[src/hdl/tpg_pkg.sv]
`default_nettype none
package tpg_pkg;
	// Register indices; byte address is four times the index
	localparam logic [15:0] IDX_GEN_CFG = 16'h0624;
	localparam logic [15:0] IDX_PAT_LOW = 16'h0625;
	localparam logic [15:0] IDX_PAT_MID = 16'h0626;
	localparam logic [15:0] IDX_PAT_HIGH = 16'h0627;
	localparam logic [15:0] IDX_DM_LOW = 16'h0628;
	localparam logic [15:0] IDX_DM_MID = 16'h0629;
	localparam logic [15:0] IDX_DM_HIGH = 16'h062A;
	localparam logic [15:0] IDX_GEN_CTRL = 16'h062B;
	localparam logic [15:0] IDX_GEN_STATUS = 16'h062C;
	localparam int NUM_WORDS = 6;
	// Configuration fields and reset values
	localparam logic [15:0] GEN_CFG_RESET = 16'h5511;
	localparam logic [15:0] WORD_RESET = 16'h0000;
	localparam int FILL_LSB = 8;
	localparam int MODE_LSB = 6;
	localparam int VLD_LSB = 3;
	localparam int BURST_LSB = 0;
	localparam logic [1:0] MODE_INC = 2'h0;
	localparam logic [1:0] MODE_FIXED = 2'h1;
	localparam logic [2:0] VLD_MAX = 3'h6;
	localparam logic [2:0] BURST_CONT = 3'h7;
	localparam logic [19:0] BURST_COUNT [0:6] = '{20'h00001, 20'h0000A, 20'h00064,
		20'h003E8, 20'h02710, 20'h186A0, 20'hF4240};
	// Control and status bits
	localparam int CTRL_START_BIT = 0;
	localparam int CTRL_STOP_BIT = 1;
	localparam int ST_DONE_BIT = 12;
	localparam int ST_BUSY_BIT = 11;
	localparam int ST_MATCH_BIT = 0;
	// Frame shape and checksum
	localparam int PKT_BYTES_DEF = 60;
	localparam int GAP_CYCLES_DEF = 12;
	localparam logic [1:0] FCS_LAST = 2'h3;
	localparam logic [2:0] DA_LAST = 3'h5;
	localparam logic [31:0] CRC_POLY = 32'hEDB88320;
	localparam logic [31:0] CRC_INIT = 32'hFFFFFFFF;
	localparam logic [14:0] PRBS_SEED = 15'h7FFF;
	typedef enum logic [1:0] {
		GEN_IDLE = 2'h0,
		GEN_DATA = 2'h1,
		GEN_FCS = 2'h3,
		GEN_GAP = 2'h2
	} gen_state_e;
endpackage : tpg_pkg
`default_nettype wire

[src/hdl/byte_step_if.sv]
`default_nettype none
interface byte_step_if;
	logic init_crc;
	logic init_prbs;
	logic step_crc;
	logic step_prbs;
	logic [7:0] data_in;
	logic [31:0] crc;
	logic [7:0] prbs;
	modport ctrl (output init_crc, init_prbs, step_crc, step_prbs, data_in, input crc, prbs);
	modport crc_unit (input init_crc, step_crc, data_in, output crc);
	modport prbs_unit (input init_prbs, step_prbs, output prbs);
endinterface : byte_step_if
`default_nettype wire

[src/hdl/fcs_crc.sv]
`default_nettype none
module fcs_crc (
	// Clock and reset
	input wire logic pclk,
	input wire logic presetn,
	// Byte steps
	byte_step_if.crc_unit bs
);
	logic [31:0] crc_reg;
	logic [31:0] crc_next;

	// Reflected byte-wise update, LSB of each byte first
	always_comb begin
		crc_next = crc_reg ^ {24'h000000, bs.data_in};
		for (int i = 0; i < 8; i++) begin
			crc_next = crc_next[0] ? ((crc_next >> 1) ^ tpg_pkg::CRC_POLY) : (crc_next >> 1);
		end
	end

	always_ff @(posedge pclk or negedge presetn) begin
		if (!presetn) begin
			crc_reg <= tpg_pkg::CRC_INIT;
		end else if (bs.init_crc) begin
			crc_reg <= tpg_pkg::CRC_INIT;
		end else if (bs.step_crc) begin
			crc_reg <= crc_next;
		end
	end

	assign bs.crc = crc_reg;
endmodule : fcs_crc
`default_nettype wire

[src/flat_wrapper.sv]
// flat-port wrapper written by rule: the top's interface ports become plain ports
module fcs_crc_flat 
  (pclk, presetn, bs_init_crc, bs_step_crc, bs_data_in, bs_crc);
  byte_step_if bs_i ();
  input wire logic pclk;
  input wire logic presetn;
  input wire logic [$bits(bs_i.init_crc)-1:0] bs_init_crc;
  input wire logic [$bits(bs_i.step_crc)-1:0] bs_step_crc;
  input wire logic [$bits(bs_i.data_in)-1:0] bs_data_in;
  output wire logic [$bits(bs_i.crc)-1:0] bs_crc;
  assign bs_i.init_crc = bs_init_crc;
  assign bs_i.step_crc = bs_step_crc;
  assign bs_i.data_in = bs_data_in;
  assign bs_crc = bs_i.crc;
  fcs_crc u_core (.pclk(pclk), .presetn(presetn), .bs(bs_i));
endmodule
[config.mk]
export PLATFORM = sky130hd
export DESIGN_NAME = fcs_crc_flat
export DESIGN_NICKNAME = d
export VERILOG_FILES = /design/src/hdl/tpg_pkg.sv /design/src/hdl/byte_step_if.sv /design/src/hdl/fcs_crc.sv /design/src/flat_wrapper.sv
export SDC_FILE = /design/constraint.sdc
export NUM_CORES = 1
export LEC_CHECK = 0
export ABC_AREA = 1
export BUFFER_PORTS_ARGS = -buffer_cell sky130_fd_sc_hd__buf_2
export CAP_MARGIN = 20
export CORE_MARGIN = 5
export CORE_UTILIZATION = 40
export CTS_CLUSTER_SIZE = 24
export DETAILED_ROUTE_END_ITERATION = 8
export GPL_TIMING_DRIVEN = 0
export PLACE_DENSITY = 0.61
export SYNTH_ARGS = -nofsm -noshare
export SYNTH_HDL_FRONTEND = slang
export SYNTH_SLANG_ARGS = --single-unit
[constraint.sdc]
create_clock -name pclk -period 1.65 [get_ports pclk]
set_input_delay 0.33 -clock pclk [delete_from_list [all_inputs] [get_ports pclk]]
set_output_delay 0.33 -clock pclk [all_outputs]
set_load 0.02 [all_outputs]
# --- Word-level counts from Yosys, hierarchy flattened ---
# Index checks and enable logic that the tools add are counted.
totals:
  wordCells: 21
  regBits: 32
  output_inout_bits: 32
  in_bits: 12
op_classes:
  mux: 10
  bitwise: 9
  n_reduce_logical: 1
ops:
  columns: ["op", "count"]
  rows:
  - ["32-bit two-way mux", 10]
  - ["13-bit NOT with 14-bit output", 8]
  - ["32-bit by 8-bit bitwise XOR with 32-bit output", 1]
  - ["2-bit nonzero test", 1]

# --- Depth between registers and ports, before layout ---
# Gate-level depths: netlist (run 1).
logic_depth:
  depth_word: 19
  ltp_mapped: 12
  ltp_nobuf: 12

# --- Least setup slack after synthesis (run 1) ---
# Ideal clock, no wire load.
synth_path:
  kind: "register to register"
  start: "register u_core.crc_reg[1], in the netlist u_core.bs.crc[1]"
  end: "register u_core.crc_reg[26], in the netlist u_core.bs.crc[26]"
  n_path_buf: 0
  t_required_ns: 1.577
  path_slack_ns: 0.080
  path_stages_with_launch: 10
  setup_ns: 0.073
  t_arrival_ns: 1.497
  period_less_slack_ns: 1.570
  path_cell_list: "dfstp_2 > inv_1 > nand2_1 > nand2_2 > nand2_1 > nand2_1 > nand2_2 > nand2_2 > or2_1 > a21oi_1"
synth_between:
  elab_chain_len: 11
synth_lines:
  columns: ["item", "line_no", "source"]
  rows:
  - ["start: declaration", "fcs_crc.sv:9", "logic [31:0] crc_reg;"]
  - ["start signal: assignment", "fcs_crc.sv:22", "crc_reg <= tpg_pkg::CRC_INIT;"]
  - ["start signal: assignment", "fcs_crc.sv:24", "crc_reg <= tpg_pkg::CRC_INIT;"]
  - ["start signal: assignment", "fcs_crc.sv:26", "crc_reg <= crc_next;"]
  - ["32-bit by 8-bit bitwise XOR with 32-bit output", "fcs_crc.sv:14", "crc_next = crc_reg ^ {24'h000000, bs.data_in};"]
  - ["32-bit two-way mux (8 in series)", "fcs_crc.sv:16", "crc_next = crc_next[0] ? ((crc_next >> 1) ^ tpg_pkg::CRC_POLY) : (crc_next >> 1);"]
  - ["32-bit two-way mux", "fcs_crc.sv:25", "end else if (bs.step_crc) begin"]
  - ["32-bit two-way mux", "fcs_crc.sv:23", "end else if (bs.init_crc) begin"]
# Every way passes these cells. The select of a mux whose other input is x is not followed.
# A chain may end at the register's enable or synchronous reset.

# --- Worst setup path after layout (run 1) ---
layout_path:
  start: "register u_core.crc_reg[3], in the netlist u_core.bs.crc[3]"
  end: "register u_core.crc_reg[26], in the netlist u_core.bs.crc[26]"
layout_between:
  elab_chain_len: 14
layout_lines:
  columns: ["item", "line_no"]
  rows:
  - ["32-bit by 8-bit bitwise XOR with 32-bit output (*)", "fcs_crc.sv:14"]
  - ["32-bit two-way mux (*) (4 in series)", "fcs_crc.sv:16"]
  - ["13-bit NOT with 14-bit output (no source line)", null]
  - ["32-bit two-way mux (*) (2 in series)", "fcs_crc.sv:16"]
  - ["13-bit NOT with 14-bit output (no source line)", null]
  - ["32-bit two-way mux (*)", "fcs_crc.sv:16"]
  - ["13-bit NOT with 14-bit output (no source line)", null]
  - ["32-bit two-way mux (*)", "fcs_crc.sv:16"]
  - ["32-bit two-way mux (*)", "fcs_crc.sv:25"]
  - ["32-bit two-way mux (*)", "fcs_crc.sv:23"]
# Every way passes the cells marked *; elsewhere a longest branch is shown, timed or not. The select of a mux whose other input is x is not followed.

==> results of run 1 <==
[layout make-up]
class | instances | area (um^2)
tap | 75 | 93.84
multi-input combinational | 265 | 1682
buffer | 5 | 46.29
inverter | 51 | 193.9
fill | 550 | 2589
sequential | 32 | 840.8
clock buffer | 7 | 96.34
timing repair buffer | 65 | 414.1
[synthesized netlist by cell type]
master,number,area share [%]
a21oi_1,10,2.0
a22oi_1,2,0.61
buf_2,1,0.20
buf_6,1,0.46
clkbuf_1,2,0.31
clkbuf_8,1,0.56
dfstp_2,32,34
inv_1,42,6.4
inv_2,9,1.4
nand2_1,124,19
nand2_2,9,2.3
nand2_4,10,4.6
nand3_1,21,4.3
nand3b_1,1,0.31
nor2_1,24,3.7
nor3_1,1,0.20
o21ai_0,9,1.8
o21ai_1,2,0.41
o21bai_1,2,0.61
o22ai_1,11,2.8
or2_1,3,0.76
or2_2,1,0.25
xnor2_1,7,2.5
xnor2_2,2,1.3
xor2_1,22,7.8
xor2_2,2,1.3
[power breakdown]
part	internal, mW	switching [mW]
sequential	1.25	0.279
combinational	1.49	2.30
clock	0.372	0.314
[kinds of logic after synthesis]
logic type,after synthesis
simple gates,194
flops,32
xor+xnor,33
buf+inv,56
compound gates,36
[layer usage]
layer	global-route usage, %	vias up
met1	23.64	1155
met4	5.769	0
met3	3.538	10
met5	0	-
met2	32.02	48
li1	-	1221
[path summary, 6_finish.rpt]
| kind | start | to | slack, ns | depth (start not counted) |
|---|---|---|---|---|
| max | u_core.bs.crc[3] | u_core.bs.crc[26] | 0.04 | 8 |
| min | bs_step_crc | u_core.bs.crc[25] | 0.27 | 3 |
| max reg2reg | u_core.bs.crc[3] | u_core.bs.crc[26] | 0.04 | 8 |
| min reg2reg | u_core.bs.crc[15] | u_core.bs.crc[15] | 0.49 | 2 |
| max in group asynchronous | presetn | u_core.bs.crc[12] | 1.11 | 1 |
| min in group asynchronous | presetn | u_core.bs.crc[15] | 0.50 | 1 |
[worst register-to-register path, stage by stage (launching register included)]
cell     delay, ns
dfstp_2       0.57
inv_2         0.04
nand2_1       0.09
nand2_4       0.11
nand2_4       0.11
nand2_8       0.09
xor2_4        0.18
or2_1         0.25
a21oi_2       0.12
[through the flow]
step                      setup WS (ns)  power (mW)
after floorplan                 0.08041       3.748
after global placement          -0.1677       4.452
after detailed placement        -0.1682       4.501
after CTS                    -0.0001670       5.337
after global routing           -0.07183       6.443
final                           0.04335       6.001
[timing repair]
| item | 4_1_cts | 5_1_grt |
|---|---|---|
| pin swaps | 2 | 15 |
| buffers inserted | 2 | 19 |
| gates resized for setup | 15 | 55 |
| gates cloned | 1 | 2 |
| setup endpoints to repair | 13 | 23 |
==> flow_summary.yaml, run 1 <==
run_status:
  status: "finished, final reports clean"
floorplanning:
  rows: 28
  ioPinCount: 44
  core_um2: 5956
  die-area_um2: 7818
  start_util_pct: 41.30
  die-width_um: 88.42
  die_height_um: 88.42
routing:
  viasPerCell: 4.868
  vias: 2434
  m1WireLength_um: 3181
  routed_wl_um: 7287
  route.met3.wl_um: 320
  postRouteAntennaNets: 0
  drc: 0
  dr.pass1.iters: 4
  wl_per_cell_um: 14.57
  top_layer: "met4"
  routed-wl-met2_um: 3692
  drt_iter0_drc: 222
critical_path:
  slowest_stage: "dfstp_2"
  cp.required_ns: 1.88
  cp_num_buf_inv: 1
  cp-start-kind: "flop"
  crit_chain: "inv_2 -> nand2_1 -> nand2_4 -> nand2_4 -> nand2_8 -> xor2_4 -> or2_1 -> a21oi_2"
  crit_type: "flop to flop"
  critPathMaxStageDelay_ns: 0.57
  timing.critical_path.mode_cell: "nand2_4"
  path_delay_family: "simple AND/OR/NAND/NOR gates"
  worstPathMaxFanout: 7
  end_kind: "flop"
  worstPathArrival_ns: 1.83
timing:
  finalHoldViolCount: 0
  tightestPinTransition_ns: 0.7636
  slew_headroom_pct: 49.10
  fin_setup_tns_ns: 0
  rsz0062_at_grt: "true"
  fin_crit_sh_pct: 97.37
  setup_viol: 0
  maxSlewViolCount: 0
  max_clock_freq_mhz: 622.4
  hold_ws_ns: 0.2659
  timing.final.crit_period_ns: 1.607
  fin_skew_ns: 0.006777
clocking:
  worstSkewPairLatency_ns: 0.29
  cts_root_buf: "clkbuf_8"
  clkSinkCount: 32
  ctsHtreeMaxLevel: 2
  hold_buffers: 0
  cts_tree: "done"
  clockBufferDepth: 2
  path_clk_slew_ns: 0.07
  cts_made_buffers: 5
global_route:
  grt_pass1_wl_um: 11060
  grt_pass1_vias: 2315
  grt_max_degree: 33
  grt-ovfl-total: 0
  grtUsageTotal_pct: 18.63
  antenna_found_initial: 0
layout:
  area_delta_synth_final_pct: 36.88
  antenna_cells: 0
  final_common_cell: "nand2_1"
  drive_gt1_share_pct: 43.76
  layout_common_cells: "97 x nand2_1, 44 x buf_2, 41 x inv_1, 32 x dfstp_2, 24 x nand2_2"
  final_nets: 437
  final_area_um2: 3367
  largest_reg_flops: 32
  postLayoutCoreUtil_pct: 56.53
  final_cells: 500
worst_hold_path:
  hold_path_class: "input pin to flop"
logic_synthesis:
  ys_ff_latch: 32
  synth_area_um2: 2460
  synthAdderAreaFrac_pct: 0
  synth_mux_area_share_pct: 0
  synth_simple_gate_area_share_pct: 35.25
  avgSynthCellArea_um2: 7.008
  seq_area_frac_synth_pct: 34.18
  ys_types: 26
  synth_warnings: 0
  synth_cells: 351
  synth-compound-area-share_pct: 8.291
  synthesis.nets: 363
  synth_top_family_by_area: "simple AND/OR/NAND/NOR gates"
  synth-xor-area-share_pct: 12.97
placed_design:
  io_buffers: 43
  gp_congestion: 0.8419
  dpl_cell_area_um2: 2769
  hpwlAfterDp_um: 4855
  placed_cells: 469
flow_run:
  drv_cap: 0
power_and_ir_drop:
  power.leakage_nw: 1.709
  p_per_area_nw_per_um2: 1782
  peakVddDrop_mv: 0.8433
Note: power is estimated with default switching activity, not from simulation.
==> run 2: changes to the inputs <==
--- a/config.mk
+++ b/config.mk
@@ -14,6 +14,7 @@
 export DETAILED_ROUTE_END_ITERATION = 8
 export GPL_TIMING_DRIVEN = 0
 export PLACE_DENSITY = 0.61
+export REMOVE_ABC_BUFFERS = 1
 export SYNTH_ARGS = -nofsm -noshare
 export SYNTH_HDL_FRONTEND = slang
 export SYNTH_SLANG_ARGS = --single-unit
==> run 2 against run 1 <==
Via count grew 0.94%. Critical endpoint is now u_core.bs.crc[13]. Utilization is essentially flat. Wire length shrank 2.6%. Largest cell class unchanged. Flip-flop and latch count is the same. Maximum frequency shrank 1.6%. Combinational power shrank 1%. Die area is the same.
==> flow_summary.yaml, run 2 (synthesis results as in run 1) <==
clocking:
  hold_buffers: 0
  worstSkewPairLatency_ns: 0.29
  cts_made_buffers: 5
  clkSinkCount: 32
  ctsHtreeMaxLevel: 2
  cts_root_buf: "clkbuf_8"
  path_clk_slew_ns: 0.07
  clockBufferDepth: 2
  cts_tree: "done"
layout:
  seqCellArea_um2: 840.8
  final_cells: 495
  area_delta_synth_final_pct: 36.93
  fillCellCount: 598
  multi_input_area_um2: 1773
  antenna_cells: 0
  final_common_cell: "nand2_1"
  drive_gt1_share_pct: 45.48
  final_nets: 432
  largest_reg_flops: 32
  layout_common_cells: "87 x nand2_1, 43 x buf_2, 40 x inv_1, 32 x dfstp_2, 28 x nand2_2"
routing:
  top_layer: "met4"
  m1WireLength_um: 3193
  wl_per_cell_um: 14.35
  dr.pass1.iters: 4
  route.met3.wl_um: 359
  routed-wl-met2_um: 3482
  postRouteAntennaNets: 0
  drc: 0
  viasPerCell: 4.964
  drt_iter0_drc: 142
  routed_wl_um: 7101
  vias: 2457
placed_design:
  io_buffers: 43
  gp_congestion: 0.8342
  placed_cells: 465
  hpwlAfterDp_um: 4688
global_route:
  grt_max_degree: 33
  grt-ovfl-total: 0
  grtUsageTotal_pct: 18.15
  antenna_found_initial: 0
  grt_pass1_vias: 2317
  grt_pass1_wl_um: 10920
power_and_ir_drop:
  pwr-share-seq_pct: 26.1
  intPower_mw: 2.994
  power.leakage_nw: 1.692
  p_comb_share_pct: 63.9
  switching_share_pct: 49.01
  total_power_mw: 5.871
  peakVddDrop_mv: 0.8561
  switchingPower_mw: 2.877
  p_clk_share_pct: 9.9
  p_per_area_nw_per_um2: 1743
floorplanning:
  core_um2: 5956
  die-area_um2: 7818
  die-width_um: 88.42
  die_height_um: 88.42
  start_util_pct: 41.30
  ioPinCount: 44
  rows: 28
timing:
  fin_skew_ns: 0.006718
  max_clock_freq_mhz: 612.8
  fin_setup_tns_ns: 0
  timing.final.crit_period_ns: 1.632
  tightestPinTransition_ns: 0.7595
  setup_viol: 0
  slew_headroom_pct: 49.18
  maxSlewViolCount: 0
  fin_crit_sh_pct: 98.91
  finalHoldViolCount: 0
  rsz0062_at_grt: "true"
critical_path:
  cp.required_ns: 1.88
  end_kind: "flop"
  crit_chain: "inv_2 -> nand2_2 -> nand2_4 -> buf_6 -> buf_4 -> xnor2_2 -> xor2_1 -> o22ai_1 -> inv_1"
  worstPathMaxFanout: 5
  slowest_stage: "dfstp_2"
  cp-start-kind: "flop"
  critPathMaxStageDelay_ns: 0.57
  worstPathArrival_ns: 1.86
  crit_type: "flop to flop"
flow_run:
  drv_cap: 0
run_status:
  status: "finished, final reports clean"
worst_hold_path:
  hold_path_class: "input pin to flop"
-- run 2: timing repair --
| action | CTS | global route |
|---|---|---|
| endpoints found under the hold margin | 0 | 0 |
| pin swaps | 1 | 28 |
| buffers inserted | 2 | 18 |
| setup endpoints to repair | 29 | 20 |
| cloned | 1 | 2 |
| gates resized for setup | 13 | 76 |
-- run 2: power groups by stage --
stage | registers [mW] | clock network, mW | logic [mW]
floorplan | 1.83 | 0 | 1.90
global placement | 1.51 | 0 | 2.90
detailed placement | 1.51 | 0 | 2.95
CTS | 1.50 | 0.603 | 3.06
global route | 1.58 | 0.634 | 4.12
finish | 1.53 | 0.584 | 3.75
-- run 2: worst paths after layout --
path                                        start                end  slack [ns]  depth (start not counted)
worst max register to register   u_core.bs.crc[0]  u_core.bs.crc[13]        0.02                          9
worst min-delay path                  bs_step_crc  u_core.bs.crc[25]        0.30                          3
worst max-delay path             u_core.bs.crc[0]  u_core.bs.crc[13]        0.02                          9
worst min register to register  u_core.bs.crc[15]  u_core.bs.crc[15]        0.49                          2
max in group asynchronous                 presetn  u_core.bs.crc[11]        1.11                          1
min in group asynchronous                 presetn  u_core.bs.crc[28]        0.50                          1
-- run 2: worst max-delay path: cells and delay by family, from the launching register on --
family,cells,cell delay [ns]
xor gates and xnor gates,2,0.31
buffers and inverters,4,0.42
and+or+nand+nor,2,0.17
DFF,1,0.57
AOI/OAI and AO/OA,1,0.09
-- run 2: final cells by class --
type	count	area share [%]
clock inverters	1	0.1486
flip-flops and latches	32	24.96
well taps	75	2.786
repair inverters	1	0.2229
inverters	51	5.795
repair buffers	64	11.29
multi-input cells	265	52.64
clock buffers	6	2.155
-- run 2: metrics by stage --
stage	utilization (%)	setup slack (ns)	instance area [um^2]	hold slack (ns)
3_3_place_gp	45.86	-0.9928	2731	0.4697
5_1_grt	56.55	-0.06032	3368	0.3100
3_5_place_dp	46.05	-0.9606	2743	0.4776
6_report	56.55	0.01803	3368	0.2998
4_1_cts	48.61	0.005226	2895	0.2912
2_1_floorplan	-	0.001955	2422	0.1822
-- run 2: metal layers --
layer  track usage, %  vias to the layer above
met3            3.538                        6
met4            4.808                        0
li1                 -                     1223
met5                0                        -
met1            23.71                     1180
met2            30.73                       48
==> run 3: changes to the inputs <==
--- a/config.mk
+++ b/config.mk
@@ -10,6 +10,7 @@
 export CAP_MARGIN = 20
 export CORE_MARGIN = 5
 export CORE_UTILIZATION = 40
+export CTS_BUF_LIST = sky130_fd_sc_hd__clkbuf_8
 export CTS_CLUSTER_SIZE = 24
 export DETAILED_ROUTE_END_ITERATION = 8
 export GPL_TIMING_DRIVEN = 0
==> run 3 against run 2 <==
Clock skew barely moved. Critical endpoint unchanged. Largest power group unchanged. Largest cell class unchanged. Count of clock-buffer cells in the layout shrank 1. Sequential share of layout area stayed put. Critical path type unchanged. Highest routed layer unchanged. Non-clock buffer count stayed put. Setup slack barely moved.
==> flow_summary.yaml, run 3 (synthesis results as in run 1) <==
routing:
  drt_iter0_drc: 134
  wl_per_cell_um: 14.35
  viasPerCell: 4.960
  routed_wl_um: 7101
  dr.pass1.iters: 4
  vias: 2455
  drc: 0
  postRouteAntennaNets: 0
timing:
  setup_viol: 0
  slew_headroom_pct: 49.18
  setup_slack_ns: 0.01852
  max_clock_freq_mhz: 612.9
  fin_crit_sh_pct: 98.88
  fin_skew_ns: 0.006718
  fin_setup_tns_ns: 0
  rsz0062_at_grt: "true"
  timing.final.crit_period_ns: 1.631
  finalHoldViolCount: 0
  hold_ws_ns: 0.2995
  maxSlewViolCount: 0
  tightestPinTransition_ns: 0.7595
layout:
  final_nets: 432
  postLayoutCoreUtil_pct: 56.55
  layout_common_cells: "87 x nand2_1, 43 x buf_2, 41 x inv_1, 32 x dfstp_2, 28 x nand2_2"
  drive_gt1_share_pct: 45.48
  final_common_cell: "nand2_1"
  largest_reg_flops: 32
  antenna_cells: 0
  final_cells: 495
  area_delta_synth_final_pct: 36.93
power_and_ir_drop:
  power.leakage_nw: 1.696
  pwr-share-seq_pct: 26.2
  p_comb_share_pct: 64.0
  p_per_area_nw_per_um2: 1741
  peakVddDrop_mv: 0.8561
  p_clk_share_pct: 9.9
  switchingPower_mw: 2.878
  switching_share_pct: 49.06
  intPower_mw: 2.988
placed_design:
  placed_cells: 465
  hpwlAfterDp_um: 4688
  gp_congestion: 0.8342
  dp_slack_ns: -0.9606
  io_buffers: 43
critical_path:
  cp.required_ns: 1.88
  worstPathMaxFanout: 5
  crit_chain: "inv_2 -> nand2_2 -> nand2_4 -> buf_6 -> buf_4 -> xnor2_2 -> xor2_1 -> o22ai_1 -> inv_1"
  cp_num_buf_inv: 4
  r2r_start: "u_core.bs.crc[0]"
  worstPathArrival_ns: 1.86
  startpoint: "u_core.bs.crc[0]"
  critPathMaxStageDelay_ns: 0.57
  end_kind: "flop"
  setup.reg_to_reg.worst_slack_ns: 0.02
  cp-start-kind: "flop"
  slowest_stage: "dfstp_2"
  crit_type: "flop to flop"
  path_delay_family: "flip-flops"
global_route:
  grt-ovfl-total: 0
  antenna_found_initial: 0
  grt_pass1_wl_um: 10920
  grt_pass1_vias: 2317
  grt_max_degree: 33
  grtUsageTotal_pct: 18.15
floorplanning:
  core_um2: 5956
  rows: 28
  start_util_pct: 41.30
  die-width_um: 88.42
  die-area_um2: 7818
  ioPinCount: 44
  die_height_um: 88.42
clocking:
  cts_tree: "done"
  cts_root_buf: "clkbuf_8"
  clkSinkCount: 32
  cts_made_buffers: 5
  clockBufferDepth: 2
  ctsHtreeMaxLevel: 2
  hold_buffers: 0
  worstSkewPairLatency_ns: 0.29
  path_clk_slew_ns: 0.07
worst_hold_path:
  min_from: "bs_step_crc"
  hold_path_class: "input pin to flop"
flow_run:
  drv_cap: 0
run_status:
  status: "finished, final reports clean"
[run 3: cell types whose count changed in the layout (fill, tap and decap cells not counted), sizes merged]
cell,before,now
clkbuf,6,5
inv,50,51
[run 3: routing by layer]
layer | global-route usage, % | wire (um) | share of wire (%) | vias to the layer above
met4 | 4.808 | 66 | 0.93 | 0
met2 | 30.73 | 3483 | 49 | 48
met5 | 0 | 0 | 0 | -
li1 | - | - | - | 1222
met1 | 23.71 | 3192 | 45 | 1179
met3 | 3.538 | 359 | 5.1 | 6
[run 3: cell type report]
cell class	count	area, um^2
well taps	75	93.84
fillers	598	2587
inverters	51	195.2
flip-flops and latches	32	840.8
clock inverters	2	8.758
repair inverters	1	7.507
multi-input cells	265	1773
clock buffers	5	68.82
repair buffers	64	380.4
[run 3: metrics by stage]
step           power, mW  instance area (um^2)
5_1_grt            6.337                  3368
2_1_floorplan      3.729                  2422
3_5_place_dp       4.466                  2743
3_3_place_gp       4.404                  2731
6_report           5.865                  3368
4_1_cts            5.161                  2895
[run 3: worst paths after layout]
path | depth (start not counted) | endpoint
worst max-delay path | 9 | u_core.bs.crc[13]
worst min-delay path | 3 | u_core.bs.crc[25]
worst max register to register | 9 | u_core.bs.crc[13]
worst min register to register | 2 | u_core.bs.crc[15]
max in group asynchronous | 1 | u_core.bs.crc[11]
min in group asynchronous | 1 | u_core.bs.crc[28]
[run 3: worst min-delay path, delay by kind of cell]
family | cells | cell delay (ns)
buf+inv | 1 | 0.13
simple gates | 2 | 0.11
[run 3: timing repair]
| item | 4_1_cts | 5_1_grt |
|---|---|---|
| setup endpoints to repair | 29 | 20 |
| buffers inserted | 2 | 18 |
| cloned | 1 | 2 |
| resized for setup | 13 | 76 |
| pin swaps | 1 | 28 |
[run 3: power by group through the flow]
stage / Clock (mW) / Sequential (mW) / Combinational [mW]
finish: 0.578 / 1.53 / 3.75
global route: 0.628 / 1.58 / 4.12
CTS: 0.597 / 1.50 / 3.06
detailed placement: 0 / 1.51 / 2.95
global placement: 0 / 1.51 / 2.90
floorplan: 0 / 1.83 / 1.90
